<file path="config.mk">
export PLATFORM = sky130hd
export DESIGN_NAME = iom_port_ctrl
export DESIGN_NICKNAME = d
export VERILOG_FILES = /design/src/rtl/iom_pkg.sv /design/src/rtl/iom_port_ctrl.sv
export VERILOG_INCLUDE_DIRS = /design/src /design/src/rtl
export SDC_FILE = /design/constraint.sdc
export NUM_CORES = 1
export LEC_CHECK = 0
export BUFFER_PORTS_ARGS = -buffer_cell sky130_fd_sc_hd__buf_2
export CAP_MARGIN = 20
export CELL_PAD_IN_SITES_DETAIL_PLACEMENT = 0
export CELL_PAD_IN_SITES_GLOBAL_PLACEMENT = 1
export CORE_ASPECT_RATIO = 0.7
export CORE_MARGIN = 5
export CORE_UTILIZATION = 30
export DETAILED_ROUTE_END_ITERATION = 6
export PLACE_DENSITY = 0.56
export SKIP_LAST_GASP = 1
export SLEW_MARGIN = 25
export SYNTH_ARGS = -nofsm -noshare
export SYNTH_HDL_FRONTEND = slang
export SYNTH_SLANG_ARGS = --single-unit
</file>
<file path="constraint.sdc">
create_clock -name clk -period 2.76 [get_ports clk]
set_clock_uncertainty 0.1 [all_clocks]
set_input_delay 0.552 -clock clk [delete_from_list [all_inputs] [get_ports clk]]
set_output_delay 0.552 -clock clk [all_outputs]
set_load 0.02 [all_outputs]
</file>
<file path="src/rtl/iom_regs.svh">
`ifndef IOM_REGS_SVH
`define IOM_REGS_SVH
// ------------------------------------------------------------
// Register offsets
// ------------------------------------------------------------
`define IOM_P3_MODE_A_OFS  8'h9e
`define IOM_P3_MODE_B_OFS  8'h9f
`define IOM_P0_MODE_A_OFS  8'hb1
`define IOM_P0_MODE_B_OFS  8'hb2
`define IOM_P1_MODE_A_OFS  8'hb3
`define IOM_P1_MODE_B_OFS  8'hb4
`define IOM_P2_MODE_A_OFS  8'hb5
`define IOM_P2_MODE_B_OFS  8'hb6
`define IOM_THRESH_OFS     8'hec
`define IOM_AUX2_OFS       8'ha6
`define IOM_P4_MODE_A_OFS  8'hfa
`define IOM_P4_MODE_B_OFS  8'hfb
// ------------------------------------------------------------
// Reset values and implemented bits
// ------------------------------------------------------------
`define IOM_REG_RST        8'h00
`define IOM_P1_MASK        8'h8f
`define IOM_P4_MASK        8'h0f
`define IOM_THRESH_MASK    8'h1f
`define IOM_AUX2_MASK      8'h0d
// ------------------------------------------------------------
// Field positions
// ------------------------------------------------------------
`define IOM_AUX2_CLKOUT_BIT 0
`define IOM_AUX2_T0TGL_BIT  2
`define IOM_AUX2_T1TGL_BIT  3
`define IOM_DED_PIN_IDX     12
`define IOM_SER_A_PIN_IDX   13
`define IOM_SER_B_PIN_IDX   14
// ------------------------------------------------------------
// Timing
// ------------------------------------------------------------
`define IOM_STRONG_PU_CLKS  2
`define IOM_CLKOUT_DIV      4
`endif
</file>
<file path="src/rtl/iom_pkg.sv">
package iom_pkg;
    typedef enum logic [1:0] {
        IOM_QUASI,
        IOM_PUSH_PULL,
        IOM_INPUT_ONLY,
        IOM_OPEN_DRAIN
    } iom_mode_t;

    typedef struct packed {
        logic very_weak_pu;
        logic weak_pu;
        logic strong_pu;
        logic pull_down;
        logic schmitt;
    } iom_drv_t;

    typedef struct packed {
        logic [7:0] addr;
        logic [7:0] wdata;
        logic       wr;
        logic       rd;
    } iom_bus_req_t;
endpackage

</file>
<file path="src/rtl/iom_port_ctrl.sv">
`include "iom_regs.svh"

module iom_port_ctrl
    import iom_pkg::*;
#(
    parameter int NPORTS = 5
)
(
    input  wire logic              clk,
    input  wire logic              arst_n,
    input  wire iom_bus_req_t      bus_req,
    output logic [7:0]             bus_rdata,
    input  wire logic [NPORTS*8-1:0] port_latch,
    input  wire logic [NPORTS*8-1:0] pin_in,
    input  wire logic              strap_reset_level_high_sel,
    input  wire logic              strap_reset_pin_disable,
    input  wire logic              osc_src_rc_or_ext,
    input  wire logic              timer0_ovf,
    input  wire logic              timer1_ovf,
    output iom_drv_t [NPORTS*8-1:0] pin_drv,
    output logic [NPORTS*8-1:0]    pin_level,
    output logic                   port_reset_level,
    output logic                   ext_reset_req,
    output logic                   timer0_toggle_out,
    output logic                   timer1_toggle_out,
    output logic                   osc_output_pin_o,
    output logic                   osc_output_pin_oe
);
    localparam int NPINS = NPORTS * 8;

    // Address decode and pin indices are written for five ports
    if (NPORTS != 5)
    begin : g_bad_nports
        $error("iom_port_ctrl serves exactly five ports");
    end

    // ------------------------------------------------------------
    // Register file
    // ------------------------------------------------------------
    logic [7:0] mode_a_r [NPORTS];
    logic [7:0] mode_b_r [NPORTS];
    logic [7:0] thresh_r;
    logic [7:0] aux2_r;

    always_ff @(posedge clk or negedge arst_n)
    begin
        if (!arst_n)
        begin
            for (int p = 0; p < NPORTS; p++)
            begin
                mode_a_r[p] <= `IOM_REG_RST;
                mode_b_r[p] <= `IOM_REG_RST;
            end
        end
        else if (bus_req.wr)
        begin
            unique case (bus_req.addr)
                `IOM_P0_MODE_A_OFS: mode_a_r[0] <= bus_req.wdata;
                `IOM_P0_MODE_B_OFS: mode_b_r[0] <= bus_req.wdata;
                `IOM_P1_MODE_A_OFS: mode_a_r[1] <= bus_req.wdata & `IOM_P1_MASK;
                `IOM_P1_MODE_B_OFS: mode_b_r[1] <= bus_req.wdata & `IOM_P1_MASK;
                `IOM_P2_MODE_A_OFS: mode_a_r[2] <= bus_req.wdata;
                `IOM_P2_MODE_B_OFS: mode_b_r[2] <= bus_req.wdata;
                `IOM_P3_MODE_A_OFS: mode_a_r[3] <= bus_req.wdata;
                `IOM_P3_MODE_B_OFS: mode_b_r[3] <= bus_req.wdata;
                `IOM_P4_MODE_A_OFS: mode_a_r[4] <= bus_req.wdata & `IOM_P4_MASK;
                `IOM_P4_MODE_B_OFS: mode_b_r[4] <= bus_req.wdata & `IOM_P4_MASK;
                default: ;
            endcase
        end
    end

    always_ff @(posedge clk or negedge arst_n)
    begin
        if (!arst_n)
            thresh_r <= `IOM_REG_RST;
        else if (bus_req.wr && bus_req.addr == `IOM_THRESH_OFS)
            thresh_r <= bus_req.wdata & `IOM_THRESH_MASK;
    end

    always_ff @(posedge clk or negedge arst_n)
    begin
        if (!arst_n)
            aux2_r <= `IOM_REG_RST;
        else if (bus_req.wr && bus_req.addr == `IOM_AUX2_OFS)
            aux2_r <= bus_req.wdata & `IOM_AUX2_MASK;
    end

    // ------------------------------------------------------------
    // Read port
    // ------------------------------------------------------------
    logic [7:0] rdata_nxt;

    always_comb
    begin
        unique case (bus_req.addr)
            `IOM_P0_MODE_A_OFS: rdata_nxt = mode_a_r[0];
            `IOM_P0_MODE_B_OFS: rdata_nxt = mode_b_r[0];
            `IOM_P1_MODE_A_OFS: rdata_nxt = mode_a_r[1];
            `IOM_P1_MODE_B_OFS: rdata_nxt = mode_b_r[1];
            `IOM_P2_MODE_A_OFS: rdata_nxt = mode_a_r[2];
            `IOM_P2_MODE_B_OFS: rdata_nxt = mode_b_r[2];
            `IOM_P3_MODE_A_OFS: rdata_nxt = mode_a_r[3];
            `IOM_P3_MODE_B_OFS: rdata_nxt = mode_b_r[3];
            `IOM_P4_MODE_A_OFS: rdata_nxt = mode_a_r[4];
            `IOM_P4_MODE_B_OFS: rdata_nxt = mode_b_r[4];
            `IOM_THRESH_OFS:    rdata_nxt = thresh_r;
            `IOM_AUX2_OFS:      rdata_nxt = aux2_r;
            default:            rdata_nxt = 8'h00;
        endcase
    end

    // Data only in the cycle after the read strobe
    always_ff @(posedge clk or negedge arst_n)
    begin
        if (!arst_n)
            bus_rdata <= 8'h00;
        else if (bus_req.rd)
            bus_rdata <= rdata_nxt;
        else
            bus_rdata <= 8'h00;
    end

    // ------------------------------------------------------------
    // Boot straps, caught after reset release
    // ------------------------------------------------------------
    logic strap_done_r;
    logic rst_pin_dis_r;

    always_ff @(posedge clk or negedge arst_n)
    begin
        if (!arst_n)
        begin
            strap_done_r     <= 1'b0;
            port_reset_level <= 1'b0;
            rst_pin_dis_r    <= 1'b0;
        end
        else if (!strap_done_r)
        begin
            strap_done_r     <= 1'b1;
            port_reset_level <= strap_reset_level_high_sel;
            rst_pin_dis_r    <= strap_reset_pin_disable;
        end
    end

    // ------------------------------------------------------------
    // Pin input synchronisers
    // ------------------------------------------------------------
    logic [NPINS-1:0] pin_meta_r;
    logic [NPINS-1:0] pin_sync_r;

    always_ff @(posedge clk or negedge arst_n)
    begin
        if (!arst_n)
        begin
            pin_meta_r <= '0;
            pin_sync_r <= '0;
        end
        else
        begin
            pin_meta_r <= pin_in;
            pin_sync_r <= pin_meta_r;
        end
    end

    always_ff @(posedge clk or negedge arst_n)
    begin
        if (!arst_n)
            ext_reset_req <= 1'b0;
        else
            ext_reset_req <= strap_done_r && !rst_pin_dis_r
                             && !pin_sync_r[`IOM_DED_PIN_IDX];
    end

    always_ff @(posedge clk or negedge arst_n)
    begin
        if (!arst_n)
            pin_level <= '0;
        else
        begin
            pin_level <= pin_sync_r;
            // Reset function hides the pin from the port input
            if (!rst_pin_dis_r)
                pin_level[`IOM_DED_PIN_IDX] <= 1'b0;
        end
    end

    // ------------------------------------------------------------
    // Strong pull-up pulse tracking
    // ------------------------------------------------------------
    logic [NPINS-1:0] latch_prev_r;
    logic [NPINS-1:0] latch_rise;

    always_ff @(posedge clk or negedge arst_n)
    begin
        if (!arst_n)
            latch_prev_r <= '0;
        else
            latch_prev_r <= port_latch;
    end

    assign latch_rise = port_latch & ~latch_prev_r;

    // ------------------------------------------------------------
    // Per-pin driver decode
    // ------------------------------------------------------------
    for (genvar i = 0; i < NPINS; i++)
    begin : g_pin
        localparam int P = i / 8;
        localparam int B = i % 8;
        iom_mode_t  mode;
        iom_drv_t   drv_nxt;
        logic       latch;
        logic [1:0] spu_cnt_r;

        always_comb
        begin
            mode = iom_mode_t'({mode_a_r[P][B], mode_b_r[P][B]});
            if (i == `IOM_DED_PIN_IDX)
                mode = IOM_INPUT_ONLY;
            else if (i == `IOM_SER_A_PIN_IDX || i == `IOM_SER_B_PIN_IDX)
                mode = IOM_OPEN_DRAIN;
        end

        assign latch = port_latch[i];

        // Counts the remaining strong pull-up clocks
        always_ff @(posedge clk or negedge arst_n)
        begin
            if (!arst_n)
                spu_cnt_r <= 2'd0;
            else if (latch_rise[i] && mode == IOM_QUASI)
                spu_cnt_r <= 2'(`IOM_STRONG_PU_CLKS - 1);
            else if (spu_cnt_r != 2'd0)
                spu_cnt_r <= spu_cnt_r - 2'd1;
        end

        always_comb
        begin
            drv_nxt = '0;
            drv_nxt.schmitt = thresh_r[P];
            if (i == `IOM_DED_PIN_IDX)
                drv_nxt.schmitt = 1'b1;
            unique case (mode)
                IOM_QUASI:
                begin
                    drv_nxt.very_weak_pu = latch;
                    drv_nxt.weak_pu = latch && pin_sync_r[i];
                    drv_nxt.strong_pu = (latch_rise[i] || spu_cnt_r != 2'd0) && latch;
                    drv_nxt.pull_down = !latch;
                end
                IOM_PUSH_PULL:
                begin
                    drv_nxt.strong_pu = latch;
                    drv_nxt.pull_down = !latch;
                end
                IOM_INPUT_ONLY:
                begin
                    drv_nxt.strong_pu = 1'b0;
                end
                IOM_OPEN_DRAIN:
                begin
                    drv_nxt.pull_down = !latch;
                end
            endcase
        end

        always_ff @(posedge clk or negedge arst_n)
        begin
            if (!arst_n)
                pin_drv[i] <= '0;
            else
                pin_drv[i] <= drv_nxt;
        end
    end

    // ------------------------------------------------------------
    // Timer toggle outputs
    // ------------------------------------------------------------
    // toggle per overflow
    always_ff @(posedge clk or negedge arst_n)
    begin
        if (!arst_n)
            timer0_toggle_out <= 1'b0;
        else if (aux2_r[`IOM_AUX2_T0TGL_BIT] && timer0_ovf)
            timer0_toggle_out <= !timer0_toggle_out;
    end

    always_ff @(posedge clk or negedge arst_n)
    begin
        if (!arst_n)
            timer1_toggle_out <= 1'b0;
        else if (aux2_r[`IOM_AUX2_T1TGL_BIT] && timer1_ovf)
            timer1_toggle_out <= !timer1_toggle_out;
    end

    // ------------------------------------------------------------
    // Clock output, CPU clock divided by four
    // ------------------------------------------------------------
    localparam logic [1:0] DIV_HALF = 2'(`IOM_CLKOUT_DIV / 2 - 1);
    logic [1:0] div_cnt_r;
    logic       clkout_on;

    assign clkout_on = aux2_r[`IOM_AUX2_CLKOUT_BIT] && osc_src_rc_or_ext;

    // runs with the oscillator, Idle included
    always_ff @(posedge clk or negedge arst_n)
    begin
        if (!arst_n)
        begin
            div_cnt_r        <= 2'd0;
            osc_output_pin_o <= 1'b0;
        end
        else if (!clkout_on)
        begin
            div_cnt_r        <= 2'd0;
            osc_output_pin_o <= 1'b0;
        end
        else if (div_cnt_r == DIV_HALF)
        begin
            div_cnt_r        <= 2'd0;
            osc_output_pin_o <= !osc_output_pin_o;
        end
        else
            div_cnt_r <= div_cnt_r + 2'd1;
    end

    always_ff @(posedge clk or negedge arst_n)
    begin
        if (!arst_n)
            osc_output_pin_oe <= 1'b0;
        else
            osc_output_pin_oe <= clkout_on;
    end
endmodule

</file>
==> results of run 1 <==
-- power groups by stage --
stage	Combinational, W	Sequential (W)	Clock (W)
6_report	0.00351	0.00835	0.00644
3_3_place_gp	0.00334	0.00845	0
2_1_floorplan	0.00234	0.00858	0
4_1_cts	0.00360	0.00836	0.00675
3_5_place_dp	0.00348	0.00849	0
5_1_grt	0.00414	0.00846	0.00702
-- synthesized netlist by cell type, types with 2 or more instances --
library cell  instances
a21oi_1              74
a221oi_1              6
a22o_1                4
a22oi_1               5
a31oi_1              40
a32oi_1               2
a41oi_1               2
and2_1               39
and2b_4               2
and3_1                3
and4b_1               2
buf_2                 6
buf_4                54
clkbuf_1              9
conb_1                2
dfrtp_1             474
ha_1                 37
inv_1               151
mux2_1               10
mux2_2               28
mux2_4                8
mux2i_1               4
nand2_1              55
nand2b_1             62
nand3_1              10
nand4_1               2
nand4b_4              3
nor2_1              106
nor2_2                3
nor2b_1               4
nor3_1                5
nor3b_1               2
o21a_1                4
o21ai_0              68
o21ai_1               9
o2bb2ai_1             2
o32ai_1               2
or3_1                 3
xnor2_1               3
xor2_1               37
-- registers in the layout, summed over array words and instances, names as in the netlist, 2 cells and up --
signal / count
g_pin.mode: 66
aux2_r: 3
pin_level: 40
g_pin.spu_cnt_r: 74
thresh_r: 5
latch_prev_r: 37
pin_drv: 152
bus_rdata: 8
div_cnt_r: 2
pin_sync_r: 40
pin_meta_r: 40
-- path summary, 6_finish.rpt --
check / endpoint / cells past startpoint / startpoint
setup / recovery: pin_drv[0] / 1 / pin_drv[35]
hold / removal: port_reset_level / 2 / strap_reset_level_high_sel
setup reg to reg: bus_rdata[0] / 4 / g_pin[8].mode[1]
hold reg to reg: pin_sync_r[9] / 0 / pin_meta_r[9]
max in group asynchronous: pin_drv[97] / 3 / arst_n
min in group asynchronous: pin_drv[182] / 2 / arst_n
-- cells by family after synthesis --
kind of cell	after synthesis	share of synthesized area, %
flops	474	68.5
simple gates	311	9.44
compound gates	229	7.78
buf+inv	223	6.09
mux	50	3.40
xor+xnor	40	2.02
fa+ha+maj	37	2.68
other cells	2	0.0434
-- layer usage --
| layer | global-route usage (%) | vias up | part of all wire, % |
|---|---|---|---|
| li1 | - | 5351 | - |
| met5 | 0 | - | 0.099 |
| met2 | 22.3 | 261 | 46 |
| met3 | 4.12 | 66 | 6.8 |
| met1 | 19.4 | 5523 | 46 |
| met4 | 3.46 | 6 | 1.9 |
-- cells in the final DEF (no fill, tap or decap), drive strengths merged, types with 4 or more instances in the layout --
cell / netlist / final
inv: 151 / 151
nand4b: 4 / 4
nor3: 5 / 5
conb: 2 / 11
diode: 0 / 4
a22oi: 5 / 5
a22o: 4 / 4
dfrtp: 474 / 474
a21oi: 74 / 74
o21a: 4 / 4
nand2b: 62 / 62
clkbuf: 9 / 67
and2: 39 / 39
ha: 37 / 37
nor2: 109 / 109
and3: 4 / 4
nand3: 10 / 10
mux2: 46 / 46
mux2i: 4 / 4
nand2: 56 / 56
dlygate4sd3: 0 / 80
clkinv: 1 / 11
a31oi: 40 / 40
xor2: 37 / 37
o21ai: 77 / 77
nor2b: 5 / 5
a221oi: 7 / 7
buf: 62 / 385
-- final cells by class --
type                       count  area (um^2)
fill                        5548        34600
sequential                   474        11900
multi-input combinational    678         4420
timing repair buffer         465         2930
clock buffer                  67         1370
tap                          750          938
inverter                     152          571
clock inverter                15          166
antenna                        4         10.0
-- through the flow --
step	cells	total power [W]	setup WS (ps)	utilization, %	hold WS (ps)
6_report	2605	0.0183	887	39.1	118
2_1_floorplan	1375	0.0109	662	-	156
3_5_place_dp	2439	0.0120	330	35.0	235
3_3_place_gp	2439	0.0118	368	35.0	232
5_1_grt	2603	0.0196	769	39.1	102
4_1_cts	2601	0.0187	832	39.1	69.7
-- what timing repair did --
| action | CTS | global route |
|---|---|---|
| hold endpoints to repair | 131 | 0 |
| hold buffers | 80 | 0 |
| buffers inserted | 0 | 0 |
| endpoints found under the setup margin | 0 | 0 |
==> flow_metrics.tcl, run 1 <==
set metrics [dict create \
    path_buf_inv 1 \
    grt_first_pass_wirelength_mm 69.2 \
    cts_tree "yes" \
    synth_edf_count 0 \
    layout.nets 1962 \
    portBuffers 347 \
    p_int_w 0.0131 \
    cts_buffers 49 \
    crit_chain "buf_2" \
    slowest_stage "dfrtp_1" \
    yosysSeqAreaShare_pct 68.5 \
    switching_share_pct 28.4 \
    avgSynthCellArea_um2 12.7 \
    cts_buffer_depth 3 \
    grt_setup_unrepaired "false" \
    synth_async_sr_flop_share_pct 100 \
    finalMaxSlewViolations 0 \
    drt_wl_total_mm 44.4 \
    final_area_um2 22300 \
    drc 0 \
    p_seq_share_pct 45.6 \
    clkSlewWorstSetupHoldPaths_ps 60 \
    critPathMaxFanout 8 \
    worstSetupPathType "register to output pin" \
    grt_max_degree 76 \
    drv_cap 0 \
    clock_latency_ps 570 \
    core_area_um2 56900 \
    synth_seq_cells 474 \
    initial_utilization_pct 30.4 \
    worstMarginPinSlew_ps 712 \
    syn2layout_area_growth_pct 28.7 \
    dieArea_um2 62700 \
    yosysTopAreaCell "dfrtp_1" \
    slew-limit-headroom_pct 52.5 \
    vias_per_cell 4.30 \
    period_needed_ps 1870 \
    power.density_nw_per_um2 822 \
    critPathLaunchType "register" \
    grt_pass1_vias 11800 \
    die_h_um 211 \
    clkSinkCount 474 \
    wire_per_inst_um 17.0 \
    yosys-top-cells-area "dfrtp_1 69%, inv_1 3.3%, ha_1 2.7%, buf_4 2.3%, nor2_1 2.3%" \
    max_freq_ghz 0.534 \
    vias 11200 \
    reg2reg_slack_ps 1250 \
    critPathMaxStageDelay_ps 440 \
    drive_above_1_share_pct 27.4 \
    dpl_cell_area_um2 19900 \
    synthFlopType "dfrtp_1" \
    leakage_nw 11.4 \
    syn-instance-count 1366 \
    cts-resized-gates 0 \
    cts.htree.levels 2 \
    combPwrFrac_pct 19.2 \
    worst_path_dominant_cell_family "flip-flops" \
    synth_top_cell_area_share_pct 68.5 \
    grt.total_usage_pct 14.1 \
    worstPathRequired_ps 2110 \
    hold_viol_final 0 \
    setup_viol 0 \
    switchingPower_w 0.00520 \
    overflow 0 \
    pwr-share-clk_pct 35.2 \
    rows 73 \
    die_width_um 297 \
    hpwl_mm 32.7 \
    syn-cell-area_um2 17300 \
    hold_class "input port to register" \
    fin_setup_tns_ps 0 \
    outcome "finished clean" \
    antenna_found_initial 9 \
    yosys_warnings 0 \
    end_kind "output pin" \
    irDropWorstVdd_v 0.000399 \
    cts_root_buffer "clkbuf_16" \
    dr.pass1.iters 5 \
    fin_crit_sh_pct 67.9 \
    drt_iter0_drc 668 \
    place.gp.congestion 0.829 \
    synth.distinct_cells 64 \
    ant_nets 0 \
    ioPinCount 359 \
    arrival_ps 1220 \
]
Note: power is estimated with default switching activity, not from simulation.
==> run 2: changes to the inputs <==
Settings changed: PLACE_DENSITY 0.56 to 0.58.
Clock period 2.76 ns to 1.6 ns, I/O delays scaled along.
==> run 2 against run 1 <==
The run now ends with setup timing left. Routed wire length increased by 4.8%. Via count increased by 3.1%. Clock-buffer cell count decreased by 2. Power increased by 75%. Sequential cell count unchanged. Die area unchanged. Combinational power increased by 81%. Sequential power increased by 72%. Critical path depth unchanged. Register-to-register slack got worse by 1100 ps. Critical endpoint is now pin_drv[100]. Highest routed layer unchanged.
==> flow_metrics.tcl, run 2 (synthesis results as in run 1) <==
set metrics [dict create \
    outcome "complete, but fails checks" \
    failed_checks "setup timing" \
    ant_nets 0 \
    grt.total_usage_pct 14.9 \
    syn2layout_area_growth_pct 35.5 \
    place.gp.congestion 0.864 \
    vias_per_cell 4.29 \
    clkSlewWorstSetupHoldPaths_ps 70 \
    critPathMaxStageDelay_ps 470 \
    leakage_nw 12.0 \
    clock_latency_ps 580 \
    multi_input_area_um2 4520 \
    grt_first_pass_wirelength_mm 72.8 \
    fin_ws_ps -51.2 \
    irDropWorstVdd_v 0.000660 \
    clkSinkCount 474 \
    vias 11600 \
    layout.nets 2050 \
    fillers 5423 \
    worstSetupPathType "register to output pin" \
    die_width_um 297 \
    hold_class "input port to register" \
    drv_cap 0 \
    dpl_cell_area_um2 20700 \
    fin_crit_sh_pct 103 \
    cts_tree "yes" \
    crit_chain "buf_4" \
    grt_max_degree 74 \
    drc 0 \
    grt_pass1_vias 12200 \
    dieArea_um2 62700 \
    regArea_um2 11900 \
    cts.htree.levels 2 \
    hold_viol_final 0 \
    cts_root_buffer "clkbuf_16" \
    portBuffers 347 \
    grt_setup_unrepaired "true" \
    path_buf_inv 1 \
    final_area_um2 23400 \
    p_total_w 0.0320 \
    die_h_um 211 \
    wire_per_inst_um 17.3 \
    drive_above_1_share_pct 31.9 \
    slowest_stage "dfrtp_2" \
    layout_common_cells "468 x dfrtp_1, 297 x buf_2, 151 x inv_1" \
    cts_buffer_depth 3 \
    hold_slack_ps 34.5 \
    setup_viol 42 \
    overflow 0 \
    final_util_pct 41.2 \
    worst_path_dominant_cell_family "flip-flops" \
    drt_wl_total_mm 46.5 \
    ioPinCount 359 \
    drt_iter0_drc 625 \
    cts_buffers 47 \
    arrival_ps 1230 \
    period_needed_ps 1650 \
    antenna_found_initial 4 \
    end_kind "output pin" \
    critPathLaunchType "register" \
    power.density_nw_per_um2 1360 \
    dr.pass1.iters 5 \
    finalMaxSlewViolations 0 \
    largest_reg_flops 152 \
    max_freq_ghz 0.606 \
    rows 73 \
    hpwl_mm 35.1 \
    top_register "pin_drv" \
    critPathMaxFanout 8 \
    worstPathRequired_ps 1180 \
    initial_utilization_pct 30.4 \
    final_common_cell "dfrtp_1" \
    core_area_um2 56900 \
]
run 2: worst reg2reg max path, cell delays in order (launching register included):
cell	delay, ps
dfrtp_1	360
inv_1	60
o32a_1	390
a311o_1	330
a31oi_1	130
run 2: where the power goes:
group          total (W)  internal, W  switching (W)
Combinational    0.00637      0.00279        0.00358
Sequential        0.0144       0.0136       0.000845
Clock             0.0112      0.00643        0.00472
run 2: final timing paths:
kind                       slack, ps        startpoint  depth (start not counted)                end
setup / recovery                 -50      pin_drv[115]                          1       pin_drv[100]
hold / removal                    30        bus_req[5]                          3  g_pin[19].mode[0]
setup reg to reg                 160  g_pin[8].mode[1]                          4       bus_rdata[0]
hold reg to reg                  250    pin_meta_r[21]                          0     pin_sync_r[21]
max in group asynchronous        550            arst_n                          4       pin_drv[151]
min in group asynchronous         90            arst_n                          2      pin_sync_r[2]
run 2: cell type report:
type	count	share of cell area, %
Clock buffer	65	5.78
Tap cell	750	4.00
Clock inverter	22	0.918
Sequential cell	474	50.6
Inverter	152	2.43
Multi-Input combinational cell	678	19.3
Timing Repair Buffer	555	16.9
Antenna cell	1	0.0107
run 2: per-stage QoR:
step / setup TNS [ps] / setup slack [ps] / cells
6_report: -1340 / -51.2 / 2697
5_1_grt: -3570 / -103 / 2696
4_1_cts: -2690 / -71.7 / 2694
3_5_place_dp: -23540 / -421 / 2513
3_3_place_gp: -22710 / -426 / 2513
2_1_floorplan: -2700 / -171 / 1375
run 2: timing repair:
action / in CTS / in global routing
endpoints found under the hold margin: 450 / 0
setup endpoints to repair: 55 / 52
setup buffers: 5 / 2
gates resized for setup: 57 / 31
hold buffers: 89 / 0
run 2: layer usage:
| metal | global-route usage [%] | part of all wire, % |
|---|---|---|
| met1 | 21.2 | 48 |
| met4 | 3.65 | 2.0 |
| met5 | 0 | 0.088 |
| met2 | 22.7 | 44 |
| met3 | 4.22 | 6.4 |
